`src/rtl/sfcd_pkg.sv`:
```
package sfcd_pkg;

  localparam int BYTE_BITS = 8;
  localparam int SEQ_LEN   = 4;

  // single-byte opcodes
  localparam logic [7:0] OP_PAGE_RD = 8'hd2, OP_RD_LP = 8'h01;
  localparam logic [7:0] OP_RD_LF = 8'h03, OP_RD_HF = 8'h0b;
  localparam logic [7:0] OP_RD_HF2 = 8'h1b, OP_RD_X2 = 8'h3b;
  localparam logic [7:0] OP_RD_X4 = 8'h6b, OP_RD_LEG = 8'he8;
  localparam logic [7:0] OP_B1_RD_LF = 8'hd1, OP_B2_RD_LF = 8'hd3;
  localparam logic [7:0] OP_B1_RD_HF = 8'hd4, OP_B2_RD_HF = 8'hd6;
  localparam logic [7:0] OP_B1_WR = 8'h84, OP_B2_WR = 8'h87;
  localparam logic [7:0] OP_B1_WR_X2 = 8'h24, OP_B2_WR_X2 = 8'h27;
  localparam logic [7:0] OP_B1_WR_X4 = 8'h44, OP_B2_WR_X4 = 8'h47;
  localparam logic [7:0] OP_B1_PG_ER = 8'h83, OP_B2_PG_ER = 8'h86;
  localparam logic [7:0] OP_B1_PG = 8'h88, OP_B2_PG = 8'h89;
  localparam logic [7:0] OP_VIA_B1_ER = 8'h82, OP_VIA_B2_ER = 8'h85;
  localparam logic [7:0] OP_VIA_B1 = 8'h02, OP_PAGE_ER = 8'h81;
  localparam logic [7:0] OP_BLOCK_ER = 8'h50, OP_SECT_ER = 8'h7c;
  localparam logic [7:0] OP_SUSPEND = 8'hb0, OP_RESUME = 8'hd0;
  localparam logic [7:0] OP_PROT_RD = 8'h32, OP_LOCK_RD = 8'h35;
  localparam logic [7:0] OP_SEC_RD = 8'h77, OP_XFER1 = 8'h53;
  localparam logic [7:0] OP_XFER2 = 8'h55, OP_CMP1 = 8'h60;
  localparam logic [7:0] OP_CMP2 = 8'h61, OP_REWR1 = 8'h58;
  localparam logic [7:0] OP_REWR2 = 8'h59, OP_DPD = 8'hb9;
  localparam logic [7:0] OP_DPD_EXIT = 8'hab, OP_UDPD = 8'h79;
  localparam logic [7:0] OP_STAT_RD = 8'hd7, OP_ID_RD = 8'h9f;
  localparam logic [7:0] OP_CFG_RD = 8'h3f, OP_B1_RD_LEG = 8'h54;
  localparam logic [7:0] OP_B2_RD_LEG = 8'h56, OP_PG_RD_LEG = 8'h52;
  localparam logic [7:0] OP_RD_LEG2 = 8'h68, OP_STAT_LEG = 8'h57;

  // heads and following bytes of four-byte sequences
  localparam logic [7:0] HD_CFG = 8'h3d, HD_CHIP = 8'hc7;
  localparam logic [7:0] HD_FRZ = 8'h34, HD_SEC = 8'h9b;
  localparam logic [7:0] HD_RST = 8'hf0, SQ_ZERO = 8'h00;
  localparam logic [7:0] SQ_CFG1 = 8'h2a, SQ_GRP_PROT = 8'h7f;
  localparam logic [7:0] SQ_GRP_QUAD = 8'h81, SQ_GRP_PAGE = 8'h80;
  localparam logic [7:0] SQ_CHIP1 = 8'h94, SQ_CHIP2 = 8'h80;
  localparam logic [7:0] SQ_CHIP3 = 8'h9a, SQ_FRZ1 = 8'h55;
  localparam logic [7:0] SQ_FRZ2 = 8'haa, SQ_FRZ3 = 8'h40;
  localparam logic [7:0] TL_PROT_EN = 8'ha9, TL_PROT_DIS = 8'h9a;
  localparam logic [7:0] TL_PROT_ER = 8'hcf, TL_PROT_PGM = 8'hfc;
  localparam logic [7:0] TL_LOCK = 8'h30, TL_QUAD_EN = 8'h66;
  localparam logic [7:0] TL_QUAD_DIS = 8'h67, TL_PG_BIN = 8'ha6;
  localparam logic [7:0] TL_PG_STD = 8'ha7;

  typedef enum logic [5:0] {
    CMD_NONE, CMD_PAGE_RD, CMD_RD_LP, CMD_RD_LF, CMD_RD_HF, CMD_RD_X2,
    CMD_RD_X4, CMD_RD_LEG, CMD_B1_RD_LF, CMD_B2_RD_LF, CMD_B1_RD_HF,
    CMD_B2_RD_HF, CMD_B1_WR, CMD_B2_WR, CMD_B1_WR_X2, CMD_B2_WR_X2,
    CMD_B1_WR_X4, CMD_B2_WR_X4, CMD_B1_PG_ER, CMD_B2_PG_ER, CMD_B1_PG,
    CMD_B2_PG, CMD_VIA_B1_ER, CMD_VIA_B2_ER, CMD_VIA_B1, CMD_PAGE_ER,
    CMD_BLOCK_ER, CMD_SECT_ER, CMD_CHIP_ER, CMD_SUSPEND, CMD_RESUME,
    CMD_PROT_EN, CMD_PROT_DIS, CMD_PROT_ER, CMD_PROT_PGM, CMD_PROT_RD,
    CMD_LOCK, CMD_LOCK_RD, CMD_LOCK_FRZ, CMD_SEC_PGM, CMD_SEC_RD,
    CMD_XFER1, CMD_XFER2, CMD_CMP1, CMD_CMP2, CMD_REWR1, CMD_REWR2,
    CMD_DPD, CMD_DPD_EXIT, CMD_UDPD, CMD_STAT_RD, CMD_ID_RD, CMD_CFG_RD,
    CMD_QUAD_EN, CMD_QUAD_DIS, CMD_PG_BIN, CMD_PG_STD, CMD_SW_RST
  } sfcd_code_type;

  typedef struct packed {
    sfcd_code_type code;
    logic [7:0]    opcode;
    logic          legacy;
  } sfcd_cmd_type;

  typedef enum logic [2:0] {
    ST_OPCODE = 3'b001,
    ST_SEQ    = 3'b010,
    ST_SKIP   = 3'b100
  } sfcd_state_type;

endpackage : sfcd_pkg

```
`src/rtl/sfcd_shift.sv`:
```
`timescale 1ns/1ps
module sfcd_shift
#(
  parameter int BYTE_W = sfcd_pkg::BYTE_BITS
)
(
  input  wire logic              clk,
  input  wire logic              rst_n,
  input  wire logic              sck,
  input  wire logic              cs_n,
  input  wire logic              si,
  output logic [BYTE_W-1:0]      byte_o,
  output logic                   valid_o,
  output logic                   aligned_o
);

  localparam int CW = $clog2(BYTE_W);
  localparam logic [CW-1:0] CNT_LAST = CW'(BYTE_W - 1);

  generate
    if (BYTE_W < 2)
    begin : g_chk
      $error("sfcd_shift: BYTE_W must be at least 2");
    end
  endgenerate

  logic              sck_q_ff;
  logic [CW-1:0]     cnt_ff;
  logic [BYTE_W-1:0] sh_ff;
  logic [BYTE_W-1:0] byte_ff;
  logic              valid_ff;

  // modes 0 and 3 both sample on the rising edge of the serial clock
  wire               rise     = sck & ~sck_q_ff & ~cs_n;
  wire               last     = (cnt_ff == CNT_LAST);
  wire [BYTE_W-1:0]  nxt_sh   = {sh_ff[BYTE_W-2:0], si};

  assign byte_o    = byte_ff;
  assign valid_o   = valid_ff;
  // still shows the old count in the cycle chip select rises
  assign aligned_o = (cnt_ff == '0);

  // bit counter restarts with every frame, msb arrives first
  always_ff @(posedge clk or negedge rst_n)
  begin
    if (!rst_n)
    begin
      sck_q_ff <= 1'b0;
      cnt_ff   <= '0;
      sh_ff    <= '0;
      byte_ff  <= '0;
      valid_ff <= 1'b0;
    end
    else
    begin
      sck_q_ff <= sck;
      valid_ff <= rise & last;
      if (cs_n)
        cnt_ff <= '0;
      else if (rise)
        cnt_ff <= last ? '0 : cnt_ff + 1'b1;
      if (rise)
        sh_ff <= nxt_sh;
      if (rise & last)
        byte_ff <= nxt_sh;
    end
  end

endmodule : sfcd_shift

```
`src/rtl/sfcd_top.sv`:
```
`timescale 1ns/1ps
module sfcd_top
(
  input  wire logic              CLK,
  input  wire logic              RSTN,
  input  wire logic              SCK,
  input  wire logic              CS_N,
  input  wire logic              SI,
  output logic                   CMD_VALID,
  output sfcd_pkg::sfcd_cmd_type CMD
);

  // opcode to command, CMD_NONE for heads and unknown codes
  function automatic sfcd_pkg::sfcd_code_type decode_single(
    input logic [7:0] op
  );
    sfcd_pkg::sfcd_code_type c;
    c = sfcd_pkg::CMD_NONE;
    case (op)
      sfcd_pkg::OP_PAGE_RD:   c = sfcd_pkg::CMD_PAGE_RD;
      sfcd_pkg::OP_RD_LP:     c = sfcd_pkg::CMD_RD_LP;
      sfcd_pkg::OP_RD_LF:     c = sfcd_pkg::CMD_RD_LF;
      sfcd_pkg::OP_RD_HF:     c = sfcd_pkg::CMD_RD_HF;
      sfcd_pkg::OP_RD_HF2:    c = sfcd_pkg::CMD_RD_HF;
      sfcd_pkg::OP_RD_X2:     c = sfcd_pkg::CMD_RD_X2;
      sfcd_pkg::OP_RD_X4:     c = sfcd_pkg::CMD_RD_X4;
      sfcd_pkg::OP_B1_RD_LF:  c = sfcd_pkg::CMD_B1_RD_LF;
      sfcd_pkg::OP_B2_RD_LF:  c = sfcd_pkg::CMD_B2_RD_LF;
      sfcd_pkg::OP_B1_RD_HF:  c = sfcd_pkg::CMD_B1_RD_HF;
      sfcd_pkg::OP_B2_RD_HF:  c = sfcd_pkg::CMD_B2_RD_HF;
      sfcd_pkg::OP_B1_WR:     c = sfcd_pkg::CMD_B1_WR;
      sfcd_pkg::OP_B2_WR:     c = sfcd_pkg::CMD_B2_WR;
      sfcd_pkg::OP_B1_WR_X2:  c = sfcd_pkg::CMD_B1_WR_X2;
      sfcd_pkg::OP_B2_WR_X2:  c = sfcd_pkg::CMD_B2_WR_X2;
      sfcd_pkg::OP_B1_WR_X4:  c = sfcd_pkg::CMD_B1_WR_X4;
      sfcd_pkg::OP_B2_WR_X4:  c = sfcd_pkg::CMD_B2_WR_X4;
      sfcd_pkg::OP_B1_PG_ER:  c = sfcd_pkg::CMD_B1_PG_ER;
      sfcd_pkg::OP_B2_PG_ER:  c = sfcd_pkg::CMD_B2_PG_ER;
      sfcd_pkg::OP_B1_PG:     c = sfcd_pkg::CMD_B1_PG;
      sfcd_pkg::OP_B2_PG:     c = sfcd_pkg::CMD_B2_PG;
      sfcd_pkg::OP_VIA_B1_ER: c = sfcd_pkg::CMD_VIA_B1_ER;
      sfcd_pkg::OP_VIA_B2_ER: c = sfcd_pkg::CMD_VIA_B2_ER;
      sfcd_pkg::OP_VIA_B1:    c = sfcd_pkg::CMD_VIA_B1;
      // erase and suspend family, plain opcodes
      sfcd_pkg::OP_PAGE_ER:   c = sfcd_pkg::CMD_PAGE_ER;
      sfcd_pkg::OP_BLOCK_ER:  c = sfcd_pkg::CMD_BLOCK_ER;
      sfcd_pkg::OP_SECT_ER:   c = sfcd_pkg::CMD_SECT_ER;
      sfcd_pkg::OP_SUSPEND:   c = sfcd_pkg::CMD_SUSPEND;
      sfcd_pkg::OP_RESUME:    c = sfcd_pkg::CMD_RESUME;
      sfcd_pkg::OP_PROT_RD:   c = sfcd_pkg::CMD_PROT_RD;
      sfcd_pkg::OP_LOCK_RD:   c = sfcd_pkg::CMD_LOCK_RD;
      sfcd_pkg::OP_SEC_RD:    c = sfcd_pkg::CMD_SEC_RD;
      sfcd_pkg::OP_XFER1:     c = sfcd_pkg::CMD_XFER1;
      sfcd_pkg::OP_XFER2:     c = sfcd_pkg::CMD_XFER2;
      sfcd_pkg::OP_CMP1:      c = sfcd_pkg::CMD_CMP1;
      sfcd_pkg::OP_CMP2:      c = sfcd_pkg::CMD_CMP2;
      sfcd_pkg::OP_REWR1:     c = sfcd_pkg::CMD_REWR1;
      sfcd_pkg::OP_REWR2:     c = sfcd_pkg::CMD_REWR2;
      sfcd_pkg::OP_DPD:       c = sfcd_pkg::CMD_DPD;
      sfcd_pkg::OP_DPD_EXIT:  c = sfcd_pkg::CMD_DPD_EXIT;
      sfcd_pkg::OP_UDPD:      c = sfcd_pkg::CMD_UDPD;
      sfcd_pkg::OP_STAT_RD:   c = sfcd_pkg::CMD_STAT_RD;
      sfcd_pkg::OP_ID_RD:     c = sfcd_pkg::CMD_ID_RD;
      sfcd_pkg::OP_CFG_RD:    c = sfcd_pkg::CMD_CFG_RD;
      sfcd_pkg::OP_RD_LEG:    c = sfcd_pkg::CMD_RD_LEG;
      sfcd_pkg::OP_RD_LEG2:   c = sfcd_pkg::CMD_RD_LEG;
      sfcd_pkg::OP_B1_RD_LEG: c = sfcd_pkg::CMD_B1_RD_LF;
      sfcd_pkg::OP_B2_RD_LEG: c = sfcd_pkg::CMD_B2_RD_LF;
      sfcd_pkg::OP_PG_RD_LEG: c = sfcd_pkg::CMD_PAGE_RD;
      sfcd_pkg::OP_STAT_LEG:  c = sfcd_pkg::CMD_STAT_RD;
      default:                c = sfcd_pkg::CMD_NONE;
    endcase
    return c;
  endfunction : decode_single

  // older opcodes are flagged so the owner can count their use
  function automatic logic is_legacy(input logic [7:0] op);
    return (op == sfcd_pkg::OP_RD_LEG)    || (op == sfcd_pkg::OP_RD_LEG2) ||
           (op == sfcd_pkg::OP_B1_RD_LEG) || (op == sfcd_pkg::OP_B2_RD_LEG) ||
           (op == sfcd_pkg::OP_PG_RD_LEG) || (op == sfcd_pkg::OP_STAT_LEG);
  endfunction : is_legacy

  // first byte of a four-byte sequence
  function automatic logic is_head(input logic [7:0] op);
    return (op == sfcd_pkg::HD_CFG) || (op == sfcd_pkg::HD_CHIP) ||
           (op == sfcd_pkg::HD_FRZ) || (op == sfcd_pkg::HD_SEC)  ||
           (op == sfcd_pkg::HD_RST);
  endfunction : is_head

  // second and third bytes of each sequence
  function automatic logic mid_ok(
    input logic [7:0] head,
    input logic [1:0] idx,
    input logic [7:0] b
  );
    logic ok;
    ok = 1'b0;
    if (idx == 2'd1)
    begin
      case (head)
        sfcd_pkg::HD_CFG:  ok = (b == sfcd_pkg::SQ_CFG1);
        sfcd_pkg::HD_CHIP: ok = (b == sfcd_pkg::SQ_CHIP1);
        sfcd_pkg::HD_FRZ:  ok = (b == sfcd_pkg::SQ_FRZ1);
        default:           ok = (b == sfcd_pkg::SQ_ZERO);
      endcase
    end
    else
    begin
      case (head)
        sfcd_pkg::HD_CFG:  ok = (b == sfcd_pkg::SQ_GRP_PROT) ||
                                (b == sfcd_pkg::SQ_GRP_QUAD) ||
                                (b == sfcd_pkg::SQ_GRP_PAGE);
        sfcd_pkg::HD_CHIP: ok = (b == sfcd_pkg::SQ_CHIP2);
        sfcd_pkg::HD_FRZ:  ok = (b == sfcd_pkg::SQ_FRZ2);
        default:           ok = (b == sfcd_pkg::SQ_ZERO);
      endcase
    end
    return ok;
  endfunction : mid_ok

  // fourth byte, given head and third byte
  function automatic sfcd_pkg::sfcd_code_type decode_tail(
    input logic [7:0] head,
    input logic [7:0] grp,
    input logic [7:0] b
  );
    sfcd_pkg::sfcd_code_type c;
    c = sfcd_pkg::CMD_NONE;
    if (head == sfcd_pkg::HD_CFG && grp == sfcd_pkg::SQ_GRP_PROT)
    begin
      if (b == sfcd_pkg::TL_PROT_EN)  c = sfcd_pkg::CMD_PROT_EN;
      if (b == sfcd_pkg::TL_PROT_DIS) c = sfcd_pkg::CMD_PROT_DIS;
      if (b == sfcd_pkg::TL_PROT_ER)  c = sfcd_pkg::CMD_PROT_ER;
      if (b == sfcd_pkg::TL_PROT_PGM) c = sfcd_pkg::CMD_PROT_PGM;
      if (b == sfcd_pkg::TL_LOCK)     c = sfcd_pkg::CMD_LOCK;
    end
    else if (head == sfcd_pkg::HD_CFG && grp == sfcd_pkg::SQ_GRP_QUAD)
    begin
      if (b == sfcd_pkg::TL_QUAD_EN)  c = sfcd_pkg::CMD_QUAD_EN;
      if (b == sfcd_pkg::TL_QUAD_DIS) c = sfcd_pkg::CMD_QUAD_DIS;
    end
    else if (head == sfcd_pkg::HD_CFG)
    begin
      if (b == sfcd_pkg::TL_PG_BIN)   c = sfcd_pkg::CMD_PG_BIN;
      if (b == sfcd_pkg::TL_PG_STD)   c = sfcd_pkg::CMD_PG_STD;
    end
    else if (head == sfcd_pkg::HD_CHIP && b == sfcd_pkg::SQ_CHIP3)
      c = sfcd_pkg::CMD_CHIP_ER;
    else if (head == sfcd_pkg::HD_FRZ && b == sfcd_pkg::SQ_FRZ3)
      c = sfcd_pkg::CMD_LOCK_FRZ;
    else if (head == sfcd_pkg::HD_SEC && b == sfcd_pkg::SQ_ZERO)
      c = sfcd_pkg::CMD_SEC_PGM;
    else if (head == sfcd_pkg::HD_RST && b == sfcd_pkg::SQ_ZERO)
      c = sfcd_pkg::CMD_SW_RST;
    return c;
  endfunction : decode_tail

  localparam logic [1:0] IDX_LAST = 2'(sfcd_pkg::SEQ_LEN - 1);

  logic [7:0]               rx_byte;
  logic                     rx_vld;
  logic                     rx_aligned;
  logic                     csn_q_ff;
  sfcd_pkg::sfcd_state_type state_ff;
  sfcd_pkg::sfcd_state_type nxt_state;
  logic [1:0]               idx_ff;
  logic [1:0]               nxt_idx;
  logic [7:0]               head_ff;
  logic [7:0]               nxt_head;
  logic [7:0]               grp_ff;
  logic [7:0]               nxt_grp;
  logic                     pend_ff;
  logic                     nxt_pend;
  logic                     vld_ff;
  logic                     nxt_vld;
  sfcd_pkg::sfcd_cmd_type   cmd_ff;
  sfcd_pkg::sfcd_cmd_type   nxt_cmd;

  // serial to byte conversion
  sfcd_shift #(
    .BYTE_W    (sfcd_pkg::BYTE_BITS)
  ) u_shift (
    .clk       (CLK),
    .rst_n     (RSTN),
    .sck       (SCK),
    .cs_n      (CS_N),
    .si        (SI),
    .byte_o    (rx_byte),
    .valid_o   (rx_vld),
    .aligned_o (rx_aligned)
  );

  // decode of the byte just received
  wire                          csn_rise  = CS_N & ~csn_q_ff;
  wire sfcd_pkg::sfcd_code_type one_code  = decode_single(rx_byte);
  wire                          one_leg   = is_legacy(rx_byte);
  wire                          head_hit  = is_head(rx_byte);
  wire                          mid_hit   = mid_ok(head_ff, idx_ff, rx_byte);
  wire sfcd_pkg::sfcd_code_type tail_code =
    decode_tail(head_ff, grp_ff, rx_byte);
  wire                          tail_last = (idx_ff == IDX_LAST);

  assign CMD_VALID = vld_ff;
  assign CMD       = cmd_ff;

  // byte-by-byte sequence tracking
  always_comb
  begin
    nxt_state = state_ff;
    nxt_idx   = idx_ff;
    nxt_head  = head_ff;
    nxt_grp   = grp_ff;
    nxt_pend  = pend_ff;
    nxt_vld   = 1'b0;
    nxt_cmd   = cmd_ff;
    if (rx_vld)
    begin
      unique case (state_ff)
        sfcd_pkg::ST_OPCODE:
        begin
          if (head_hit)
          begin
            nxt_state = sfcd_pkg::ST_SEQ;
            nxt_head  = rx_byte;
            nxt_idx   = 2'd1;
          end
          else
          begin
            nxt_state = sfcd_pkg::ST_SKIP;
            if (one_code != sfcd_pkg::CMD_NONE)
            begin
              nxt_vld = 1'b1;
              nxt_cmd = '{code: one_code, opcode: rx_byte, legacy: one_leg};
            end
          end
        end
        sfcd_pkg::ST_SEQ:
        begin
          if (!tail_last)
          begin
            nxt_state = mid_hit ? sfcd_pkg::ST_SEQ : sfcd_pkg::ST_SKIP;
            nxt_idx   = idx_ff + 2'd1;
            nxt_grp   = rx_byte;
          end
          else
          begin
            nxt_state = sfcd_pkg::ST_SKIP;
            if (tail_code == sfcd_pkg::CMD_SW_RST)
              nxt_pend = 1'b1;
            else if (tail_code != sfcd_pkg::CMD_NONE)
            begin
              nxt_vld = 1'b1;
              nxt_cmd = '{code: tail_code, opcode: head_ff, legacy: 1'b0};
            end
          end
        end
        sfcd_pkg::ST_SKIP:
        begin
          // trailing address, dummy and data bytes are not ours
          nxt_state = sfcd_pkg::ST_SKIP;
        end
      endcase
    end
    if (csn_rise)
    begin
      if (nxt_pend && rx_aligned)
      begin
        nxt_vld = 1'b1;
        nxt_cmd = '{code: sfcd_pkg::CMD_SW_RST, opcode: sfcd_pkg::HD_RST,
                    legacy: 1'b0};
      end
      nxt_state = sfcd_pkg::ST_OPCODE;
      nxt_idx   = 2'd0;
      nxt_pend  = 1'b0;
    end
  end

  // state and output registers
  always_ff @(posedge CLK or negedge RSTN)
  begin
    if (!RSTN)
    begin
      csn_q_ff <= 1'b1;
      state_ff <= sfcd_pkg::ST_OPCODE;
      idx_ff   <= 2'd0;
      head_ff  <= 8'h00;
      grp_ff   <= 8'h00;
      pend_ff  <= 1'b0;
      vld_ff   <= 1'b0;
      cmd_ff   <= '{code: sfcd_pkg::CMD_NONE, opcode: 8'h00, legacy: 1'b0};
    end
    else
    begin
      csn_q_ff <= CS_N;
      state_ff <= nxt_state;
      idx_ff   <= nxt_idx;
      head_ff  <= nxt_head;
      grp_ff   <= nxt_grp;
      pend_ff  <= nxt_pend;
      vld_ff   <= nxt_vld;
      cmd_ff   <= nxt_cmd;
    end
  end

endmodule : sfcd_top

```
`config.mk`:
```
export PLATFORM = sky130hd
export DESIGN_NAME = sfcd_top
export DESIGN_NICKNAME = d
export VERILOG_FILES = /design/src/rtl/sfcd_pkg.sv /design/src/rtl/sfcd_shift.sv /design/src/rtl/sfcd_top.sv
export SDC_FILE = /design/constraint.sdc
export NUM_CORES = 1
export LEC_CHECK = 0
export ABC_AREA = 1
export BUFFER_PORTS_ARGS = -buffer_cell sky130_fd_sc_hd__clkbuf_2
export CELL_PAD_IN_SITES_DETAIL_PLACEMENT = 0
export CELL_PAD_IN_SITES_GLOBAL_PLACEMENT = 2
export CORE_ASPECT_RATIO = 1.4
export CORE_MARGIN = 4
export CORE_UTILIZATION = 31
export CTS_CLUSTER_SIZE = 8
export DETAILED_ROUTE_END_ITERATION = 10
export PLACE_DENSITY_LB_ADDON = 0.1
export SYNTH_ARGS = -nofsm -noshare
export SYNTH_HDL_FRONTEND = slang
export SYNTH_SLANG_ARGS = --single-unit
```
`constraint.sdc`:
```
create_clock -name CLK -period 1.9 [get_ports CLK]
set_clock_uncertainty 0.05 [all_clocks]
set_input_delay 0.19 -clock CLK [delete_from_list [all_inputs] [get_ports CLK]]
set_output_delay 0.19 -clock CLK [all_outputs]
set_load 0.02 [all_outputs]
```
==> flow_metrics.env, run 1 <==
export IMPL_status="complete, but fails checks"
export IMPL_violations="setup timing"
export IMPL_drt_wl_total_mm=19.45
export IMPL_synth_top_area_share_pct=32.72
export IMPL_crit_path_start="u_shift.byte_o[2]"
export IMPL_maxSlewHeadroom_pct=68.17
export IMPL_htreeDepth=3
export IMPL_grt_pass1_vias=5658
export IMPL_globalplace_congestion=1.034
export IMPL_crit_family="simple AND/OR/NAND/NOR gates"
export IMPL_worst_pin_slew_ns=0.4725
export IMPL_grt_pass1_wl_mm=30.30
export IMPL_overflow=0
export IMPL_cap_violations=0
export IMPL_first_pass_iters=5
export IMPL_clk_latency_ns=0.33
export IMPL_postSynthAreaPerCell_um2=6.254
export IMPL_core_area_um2=13850
export IMPL_via_per_inst=4.944
export IMPL_critical_path_class="reg -> reg"
export IMPL_start_util_pct=31.48
export IMPL_hold_path_startpoint="SI"
export IMPL_post_route_min_period_ns=2.339
export IMPL_nets=941
export IMPL_clk_pin_slew_worst_paths_ns=0.06
export IMPL_grt_util_all_layers_pct=25.04
export IMPL_dieArea_um2=16050
export IMPL_cp_start_kind="register"
export IMPL_ant_nets=0
export IMPL_chipWidth_um=108.2
export IMPL_endpoint_kind="register"
export IMPL_hold_violations=0
export IMPL_fp_dieH_um=148.3
export IMPL_r2r_start="u_shift.byte_o[2]"
export IMPL_port_buffers=20
export IMPL_slowest_stage="dfrtp_2"
export IMPL_yosys_top_cells_area="dfrtp_1 33%, nand2_1 18%, nor2_1 8.8%"
export IMPL_path_max_fanout=8
export IMPL_fmax_mhz=427.5
export IMPL_antenna_found_initial=0
export IMPL_power_density_nw_per_um2=514.8
export IMPL_synth_warnings=0
export IMPL_synth_edf_count=0
export IMPL_rsz0062_at_grt="yes"
export IMPL_clk_path_buf_depth=2
export IMPL_routedWlPerCell_um=17.35
export IMPL_setup_viol=28
export IMPL_p_total_w=0.003866
export IMPL_path_cells="buf_6 -> nor2_4 -> buf_4 -> nand2_4 -> a21oi_2 -> nor3_2 -> nand2_2 -> nor2_4 -> nand3_4 -> buf_8 -> buf_12 -> o21ai_1 -> o21ai_1 -> nand2_1 -> nand2_1"
export IMPL_netlist_instances=697
export IMPL_num_io_pins=21
export IMPL_dp_final_hpwl_mm=15.08
export IMPL_drc=0
export IMPL_diodes=0
export IMPL_crit_arrival_ns=2.51
export IMPL_ir_drop_uv=458.6
export IMPL_drt_iter0_markers=263
export IMPL_slew_viol_final=0
export IMPL_cts_sinks=59
export IMPL_async_flop_share_pct=100.0
export IMPL_place_inst=1053
export IMPL_grt_max_degree=60
export IMPL_power_leakage_nw=3.657
export IMPL_fin_ws_ns=-0.4392
export IMPL_fin_crit_sh_pct=123.1
export IMPL_drive_above_1_share_pct=46.69
export IMPL_synth_ff_type="dfrtp_1"
export IMPL_synth_seq_cells=59
export IMPL_hp_class="in -> reg"
export IMPL_cp_buffers_inverters=4
export IMPL_final_cells=1121
export IMPL_ys_seq_area_share_pct=33.93
export IMPL_cpPeakStageDelay_ns=0.43
export IMPL_yosysTopAreaCell="dfrtp_1"
export IMPL_finalHoldWorstSlack_ns=0.04574
export IMPL_cts_tree="yes"
export IMPL_fin_util_pct=54.23
export IMPL_vias=5542
export IMPL_synth_nets=707
export IMPL_fp_row_count=51
export IMPL_synth_area_um2=4359
export IMPL_synth_distinct_cells=38
export IMPL_syn_to_final_growth_pct=72.27
export IMPL_crit_required_ns=2.07
export IMPL_cts_root_buffer="clkbuf_16"
export IMPL_numCtsBuffers=9
path summary, 6_finish.rpt:
path / slack, ns / endpoint / cells after the start
max: -0.44 / CMD[6] / 15
min: 0.05 / u_shift.sh_ff[0] / 3
max reg2reg: -0.44 / CMD[6] / 15
min reg2reg: 0.45 / u_shift.sh_ff[3] / 2
max in group asynchronous: 1.13 / csn_q_ff / 3
min in group asynchronous: 0.33 / CMD[12] / 3
synth_stat cells, drive strengths merged (2+ instances only):
| master | number |
|---|---|
| ha | 5 |
| buf | 8 |
| nand4 | 9 |
| nor4 | 3 |
| a21oi | 31 |
| dfstp | 2 |
| nand2 | 221 |
| o211ai | 6 |
| dfrtp | 57 |
| a22oi | 3 |
| nor3 | 17 |
| nand3 | 54 |
| o221ai | 3 |
| clkbuf | 8 |
| inv | 83 |
| nor2 | 111 |
| o21ai | 65 |
worst min-delay path, stage by stage:
cell and delay [ns]:
clkbuf_2 0.10, nand2_1 0.05, nand2_1 0.06
where the power goes:
group	switching (W)	internal, W	leakage, nW	total, W
Combinational	0.000425	0.000321	2.79	0.000746
Clock	0.000622	0.00106	0.146	0.00168
Sequential	0.0000935	0.00134	0.720	0.00144
Total	0.00114	0.00273	3.66	0.00387
metal layers:
| metal | GRT usage [%] | up-vias | share of wire [%] |
|---|---|---|---|
| met4 | 12.13 | 0 | 6.3 |
| met3 | 2.822 | 58 | 3.1 |
| li1 | - | 2750 | - |
| met2 | 46.26 | 121 | 53 |
| met5 | 0 | - | 0 |
| met1 | 28.10 | 2613 | 38 |
cell families after synthesis:
| group | after synthesis | share of synthesized area (%) |
|---|---|---|
| AND/OR/NAND/NOR | 418 | 41.16 |
| AO/OA/AOI/OAI | 115 | 14.38 |
| buffers and inverters | 100 | 9.098 |
| flip-flops | 59 | 33.93 |
| adder cells (fa/ha/maj) | 5 | 1.435 |
through the flow:
stage / setup slack (ns) / TNS (ns) / instance area [um^2]
after floorplan: -0.1059 / -0.8868 / 4476
final: -0.4392 / -8.144 / 7510
after detailed placement: -0.7055 / -13.47 / 6010
after CTS: -0.4116 / -7.374 / 7076
after global placement: -0.7169 / -12.84 / 6010
after global routing: -0.5540 / -11.32 / 7510
state kept, by name, indices dropped and copies added, names as in the netlist, 2 cells and up:
signal and count:
CMD 15, state_ff 3, u_shift.cnt_ff 3, idx_ff 2
grp_ff 8, u_shift.sh_ff 7, u_shift.byte_o 8, head_ff 8
cells in the final DEF, fill, tap and decap left out, types with 3 or more instances in the layout:
cell type and instances:
nand3_4 3, clkinvlp_4 3, inv_2 17, dfrtp_2 8
nand3_2 18, nand2_4 15, nor2_2 19, o21ai_1 16
buf_12 6, inv_4 7, o21ai_2 6, nand4_1 9
nor2_1 60, o21ai_0 43, nor3_1 12, clkbuf_16 10
nand3_1 33, clkbuf_2 20, a21oi_1 22, nor3_2 4
o211ai_1 6, inv_6 3, buf_6 20, nor2_4 32
nand2_1 175, ha_1 5, buf_4 186, nand2_2 30
dlygate4sd3_1 3, a21oi_2 8, inv_1 55, dfrtp_1 49
area by class of cell:
class / instances / area [um^2]
inverters: 84 / 356.6
multi-input cells: 539 / 3196
repair buffers: 238 / 1927
flip-flops and latches: 59 / 1489
clock buffers: 10 / 239.0
clock inverters: 6 / 71.32
well taps: 185 / 231.5
fillers: 1396 / 6337
what timing repair did:
item / in CTS / in global routing
cloned: 1 / 1
endpoints found under the setup margin: 28 / 37
endpoints found under the hold margin: 59 / 0
resized for setup: 137 / 72
pin swaps: 45 / 42
buffers inserted: 33 / 15
hold buffers: 3 / 0
Note: power is estimated with default switching activity, not from simulation.
==> inputs of run 2 (changes only) <==
==> constraint.sdc (replaced) <==
create_clock -name CLK -period 1.9 [get_ports CLK]
set_clock_uncertainty 0.05 [all_clocks]
set_input_delay 0.095 -clock CLK [delete_from_list [all_inputs] [get_ports CLK]]
set_output_delay 0.095 -clock CLK [all_outputs]
set_load 0.02 [all_outputs]
==> run 2 against run 1 <==
  * The run still ends with setup timing left
  * Sequential power hardly changed
  * Hold slack better by 0.20 ns
  * Non-clock buffer count is 17 lower
  * Count of clock-buffer cells in the layout is 1 lower
  * Register-to-register slack better by 0.02 ns
  * Via count is 2.5% lower
  * Critical path depth is 2 higher
  * Combinational power is 0.8% lower
  * Final area is 2.9% lower
  * Utilization is 1.6 points lower
  * Critical path type unchanged
  * Highest routed layer unchanged
==> flow_metrics.env, run 2 (synthesized netlist as in run 1, its figures left out) <==
export IMPL_status="complete, but fails checks"
export IMPL_violations="setup timing"
export IMPL_drt_wl_total_mm=18.84
export IMPL_via_per_inst=4.897
export IMPL_drive_above_1_share_pct=46.68
export IMPL_layout_commonest_cell="buf_4"
export IMPL_htreeDepth=3
export IMPL_power_density_nw_per_um2=544.5
export IMPL_num_io_pins=21
export IMPL_hold_violations=0
export IMPL_n_fill_cell=1431
export IMPL_clk_path_buf_depth=2
export IMPL_cp_buffers_inverters=5
export IMPL_start_util_pct=31.48
export IMPL_cp_start_kind="register"
export IMPL_dieArea_um2=16050
export IMPL_setup_viol=28
export IMPL_path_cells="inv_4 -> buf_4 -> nand2_4 -> nor2_4 -> buf_4 -> nand2_2 -> nand2_2 -> nor2_2 -> nand2_2 -> nor2_4 -> nand3_4 -> buf_12 -> buf_4 -> o21ai_1 -> o21ai_1 -> nand2_1 -> nand2_1"
export IMPL_layout_common_cells="181 x buf_4, 167 x nand2_1, 62 x nor2_1"
export IMPL_final_cells=1104
export IMPL_slowest_stage="dfrtp_2"
export IMPL_fmax_mhz=431.5
export IMPL_clk_latency_ns=0.33
export IMPL_drc=0
export IMPL_grt_pass1_vias=5269
export IMPL_ant_nets=0
export IMPL_numCtsBuffers=9
export IMPL_first_pass_iters=4
export IMPL_core_area_um2=13850
export IMPL_port_buffers=20
export IMPL_cpPeakStageDelay_ns=0.47
export IMPL_power_leakage_nw=3.582
export IMPL_largest_reg_flops=15
export IMPL_hp_class="in -> async"
export IMPL_globalplace_congestion=0.9957
export IMPL_cap_violations=0
export IMPL_crit_family="simple AND/OR/NAND/NOR gates"
export IMPL_fin_ws_ns=-0.4176
export IMPL_maxSlewHeadroom_pct=73.43
export IMPL_vias=5406
export IMPL_rsz0062_at_grt="yes"
export IMPL_ir_drop_uv=478.8
export IMPL_endpoint_kind="register"
export IMPL_place_inst=1050
export IMPL_routedWlPerCell_um=17.06
export IMPL_antenna_found_initial=0
export IMPL_crit_required_ns=2.07
export IMPL_crit_arrival_ns=2.48
export IMPL_drt_iter0_markers=275
export IMPL_grt_pass1_wl_mm=28.81
export IMPL_clk_pin_slew_worst_paths_ns=0.06
export IMPL_path_max_fanout=5
export IMPL_dp_final_hpwl_mm=15.04
export IMPL_fin_crit_sh_pct=122.0
export IMPL_grt_util_all_layers_pct=23.92
export IMPL_critical_path_class="reg -> reg"
export IMPL_grt_max_degree=60
export IMPL_slew_viol_final=0
export IMPL_cts_tree="yes"
export IMPL_post_route_min_period_ns=2.318
export IMPL_cts_root_buffer="clkbuf_16"
export IMPL_worst_pin_slew_ns=0.3950
export IMPL_dpl_worst_slack_ns=-0.6623
export IMPL_chipWidth_um=108.2
export IMPL_fp_dieH_um=148.3
export IMPL_nets=924
export IMPL_cts_sinks=59
export IMPL_syn_to_final_growth_pct=67.31
export IMPL_fp_row_count=51
export IMPL_overflow=0
export IMPL_diodes=0
run 2: changes by cell type in the layout (fill, tap and decap cells not counted), sizes merged:
cell / before / now
dlygate4sd3: 3 / 4
buf: 214 / 195
clkinv: 2 / 4
bufinv: 1 / 2
clkinvlp: 3 / 2
inv: 84 / 83
run 2: layer usage:
layer  GRT usage [%]  wire (um)  vias to the layer above  part of all wire [%]
met5               0          0                        -                     0
met4           14.59       1355                        0                   7.2
met3           2.736        583                       55                   3.1
met2           42.68       9680                      125                    51
met1           26.83       7217                     2524                    38
li1                -          -                     2702                     -
run 2: through the flow:
step                      hold WS [ns]  total power, W  instance area [um^2]  utilization (%)  TNS (ns)
final                           0.2422        0.003971                  7293            52.67    -8.597
after global routing            0.2803        0.004157                  7293            52.67    -12.41
after CTS                       0.2586        0.003920                  6730            48.60    -8.759
after detailed placement       0.08010        0.002056                  5962            43.06    -12.98
after global placement         0.06773        0.002051                  5962            43.06    -12.16
after floorplan                -0.2506        0.001758                  4476                -   -0.8868
run 2: worst register-to-register path, delay by kind of cell, from the launching register on:
kind,cells,cell delay (ns)
AOI/OAI and AO/OA,2,0.19
buffers and inverters,5,0.69
DFF,1,0.47
and+or+nand+nor,10,0.79
run 2: layout make-up:
| type | instances | area, um^2 | area share, % |
|---|---|---|---|
| clock buffer | 9 | 225.2 | 3.088 |
| clock inverter | 7 | 98.84 | 1.355 |
| sequential | 59 | 1489 | 20.42 |
| inverter | 84 | 356.6 | 4.889 |
| multi-input combinational | 539 | 3164 | 43.39 |
| tap | 185 | 231.5 | 3.174 |
| timing repair buffer | 221 | 1728 | 23.69 |
run 2: final timing paths:
kind	from	to	slack, ns	cells after the start
worst max register to register	u_shift.byte_o[7]	CMD[7]	-0.42	17
min in group CLK	CS_N	csn_q_ff	0.38	2
worst max-delay path	u_shift.byte_o[7]	CMD[7]	-0.42	17
max in group asynchronous	RSTN	csn_q_ff	1.22	3
worst min-delay path	RSTN	CMD[10]	0.24	3
worst min register to register	u_shift.sh_ff[6]	u_shift.sh_ff[6]	0.44	2
run 2: repair_timing:
| action | CTS | global route |
|---|---|---|
| buffers inserted | 15 | 17 |
| cloned | 1 | 2 |
| hold endpoints to repair | 60 | 0 |
| gates resized for setup | 84 | 114 |
| setup endpoints to repair | 28 | 37 |
| hold buffers | 4 | 0 |
| pin swaps | 21 | 36 |
run 2: where the power goes:
part	total, W	switching, W	internal [W]	leakage (nW)
logic	0.000740	0.000430	0.000311	2.71
registers	0.00144	0.0000944	0.00134	0.720
clock network	0.00179	0.000637	0.00116	0.156
==> inputs of run 3 (changes only) <==
--- a/config.mk
+++ b/config.mk
@@ -11,7 +11,7 @@
 export CELL_PAD_IN_SITES_GLOBAL_PLACEMENT = 2
 export CORE_ASPECT_RATIO = 1.4
 export CORE_MARGIN = 4
-export CORE_UTILIZATION = 31
+export CORE_UTILIZATION = 32
 export CTS_CLUSTER_SIZE = 8
 export DETAILED_ROUTE_END_ITERATION = 10
 export PLACE_DENSITY_LB_ADDON = 0.1
==> constraint.sdc (replaced) <==
create_clock -name CLK -period 2.19 [get_ports CLK]
set_clock_uncertainty 0.05 [all_clocks]
set_input_delay 0.1095 -clock CLK [delete_from_list [all_inputs] [get_ports CLK]]
set_output_delay 0.1095 -clock CLK [all_outputs]
set_load 0.02 [all_outputs]
==> run 3 against run 2 <==
  * The flow still finishes with violations (setup timing)
  * Sequential cell count unchanged
  * Sequential power is 14% lower
  * Highest routed layer unchanged
  * Critical path depth fell by 1
  * Utilization increased by 1.2 points
  * Via count is 1.2% higher
  * Cell count down 1.0%
==> flow_metrics.env, run 3 (synthesized netlist as in run 1, its figures left out) <==
export IMPL_status="complete, but fails checks"
export IMPL_violations="setup timing"
export IMPL_overflow=0
export IMPL_clk_pin_slew_worst_paths_ns=0.06
export IMPL_start_util_pct=32.56
export IMPL_critical_path_class="reg -> reg"
export IMPL_n_fill_cell=1377
export IMPL_pwr_share_comb_pct=19.0
export IMPL_fin_util_pct=53.92
export IMPL_rr_worst_depth=16
export IMPL_p_switching_w=0.0009689
export IMPL_fmax_mhz=429.2
export IMPL_regArea_um2=1488
export IMPL_dp_final_hpwl_mm=15.18
export IMPL_rsz0062_at_grt="yes"
export IMPL_cpMostUsedCell="nor2_4"
export IMPL_slew_viol_final=0
export IMPL_drc=0
export IMPL_numCtsBuffers=9
export IMPL_final_cells=1093
export IMPL_crit_path_start="u_shift.byte_o[0]"
export IMPL_finalHoldWorstSlack_ns=0.2687
export IMPL_post_route_min_period_ns=2.330
export IMPL_endpoint_kind="register"
export IMPL_ir_drop_uv=476.5
export IMPL_globalplace_congestion=1.044
export IMPL_fp_dieH_um=146.1
export IMPL_slowest_stage="dfrtp_2"
export IMPL_r2r_end="CMD[11]"
export IMPL_layout_common_cells="181 x nand2_1, 168 x buf_4, 60 x nor2_1"
export IMPL_grt_max_degree=60
export IMPL_r2r_start="u_shift.byte_o[0]"
export IMPL_fin_ws_ns=-0.1397
export IMPL_cts_root_buffer="clkbuf_16"
export IMPL_dpl_cell_area_um2=5809
export IMPL_power_density_nw_per_um2=470.8
export IMPL_clk_path_buf_depth=2
export IMPL_core_area_um2=13390
export IMPL_grt_pass1_vias=5726
export IMPL_crit_arrival_ns=2.53
export IMPL_cts_tree="yes"
export IMPL_via_per_inst=5.007
export IMPL_p_int_w=0.002429
export IMPL_path_max_fanout=7
export IMPL_cts_sinks=59
export IMPL_grt_util_all_layers_pct=25.32
export IMPL_largest_reg_flops=15
export IMPL_htreeDepth=3
export IMPL_diodes=0
export IMPL_cpPeakStageDelay_ns=0.47
export IMPL_fp_row_count=50
export IMPL_crit_required_ns=2.39
export IMPL_p_clk_share_pct=44.5
export IMPL_seq_power_share_pct=36.5
export IMPL_ant_nets=0
export IMPL_drt_wl_total_mm=19.17
export IMPL_hold_violations=0
export IMPL_hp_class="in -> async"
export IMPL_r2r_slack_ns=-0.14
export IMPL_final_area_um2=7218
export IMPL_chipWidth_um=106.6
export IMPL_routedWlPerCell_um=17.54
export IMPL_cap_violations=0
export IMPL_dieArea_um2=15580
export IMPL_drt_iter0_markers=195
export IMPL_multiInputGateArea_um2=3169
export IMPL_setup_viol=16
export IMPL_fin_crit_sh_pct=106.4
export IMPL_power_leakage_nw=3.549
export IMPL_port_buffers=20
export IMPL_maxSlewHeadroom_pct=58.14
export IMPL_syn_to_final_growth_pct=65.59
export IMPL_first_pass_iters=4
export IMPL_worst_pin_slew_ns=0.6214
export IMPL_num_io_pins=21
export IMPL_nets=916
export IMPL_vias=5473
export IMPL_antenna_found_initial=0
export IMPL_cp_start_kind="register"
export IMPL_drive_above_1_share_pct=43.14
export IMPL_clk_latency_ns=0.33
export IMPL_path_cells="buf_6 -> nor2_4 -> nand2_4 -> buf_6 -> nor2_4 -> nor2_4 -> inv_2 -> nor2_4 -> nor2_2 -> nand2_4 -> nand2_8 -> buf_6 -> nand3_2 -> nand3_2 -> nand2_1 -> a21oi_1"
export IMPL_place_inst=1040
export IMPL_layout_commonest_cell="nand2_1"
export IMPL_grt_pass1_wl_mm=30.30
export IMPL_p_sw_share_pct=28.51
[run 3: cell types whose count changed in the layout (fill, tap and decap cells not counted), sizes merged]
cell	before	now
clkinvlp	2	1
buf	195	189
inv	83	82
[run 3: critical path: cells and delay by family, from the launching register on]
family                 cells  cell delay [ns]
buffers and inverters      4             0.51
AOI/OAI and AO/OA          1             0.14
DFF                        1             0.47
and+or+nand+nor           11             1.10
[run 3: how the worst max path moves through the flow]
stage / end / slack [ns] / cells after the start
6_report: CMD[11] / -0.14 / 16
4_1_cts: CMD[12] / -0.11 / 15
2_1_floorplan: CMD[12] / 0.11 / 16
3_5_place_dp: CMD[12] / -0.63 / 14
5_1_grt: CMD[1] / -0.27 / 15
3_3_place_gp: CMD[12] / -0.72 / 15
[run 3: timing repair]
action                                  CTS  global route
endpoints found under the setup margin   25            35
gates resized for setup                 165            58
buffers inserted                         21            10
hold endpoints to repair                 61             0
hold buffers                              4             0
pin swaps                                44            32
gates cloned                              1             1
[run 3: power groups by stage]
stage | Sequential (W) | Combinational, W | Clock (W)
after floorplan | 0.00127 | 0.000232 | 0
final | 0.00124 | 0.000646 | 0.00151
after global routing | 0.00125 | 0.000706 | 0.00158
after detailed placement | 0.00125 | 0.000521 | 0
after global placement | 0.00125 | 0.000518 | 0
after CTS | 0.00124 | 0.000613 | 0.00154
[run 3: per-stage QoR]
stage,power [W],setup slack (ns),setup TNS (ns)
CTS,0.003387,-0.1130,-1.019
global route,0.003539,-0.2672,-3.603
detailed placement,0.001771,-0.6334,-4.544
finish,0.003398,-0.1397,-1.409
floorplan,0.001506,0.1140,0
global placement,0.001766,-0.7163,-5.019
[run 3: final cells by class]
class | instances | share of cell area (%)
clock buffers | 11 | 3.224
repair buffers | 213 | 23.11
multi-input cells | 539 | 43.91
clock inverters | 5 | 1.092
well taps | 182 | 3.155
inverters | 84 | 4.906
flip-flops and latches | 59 | 20.61
[run 3: metal layers]
metal | GRT usage (%) | part of all wire (%)
met4 | 17.72 | 7.4
met3 | 2.786 | 2.2
met2 | 45.43 | 53
met1 | 27.22 | 37
met5 | 0 | 0
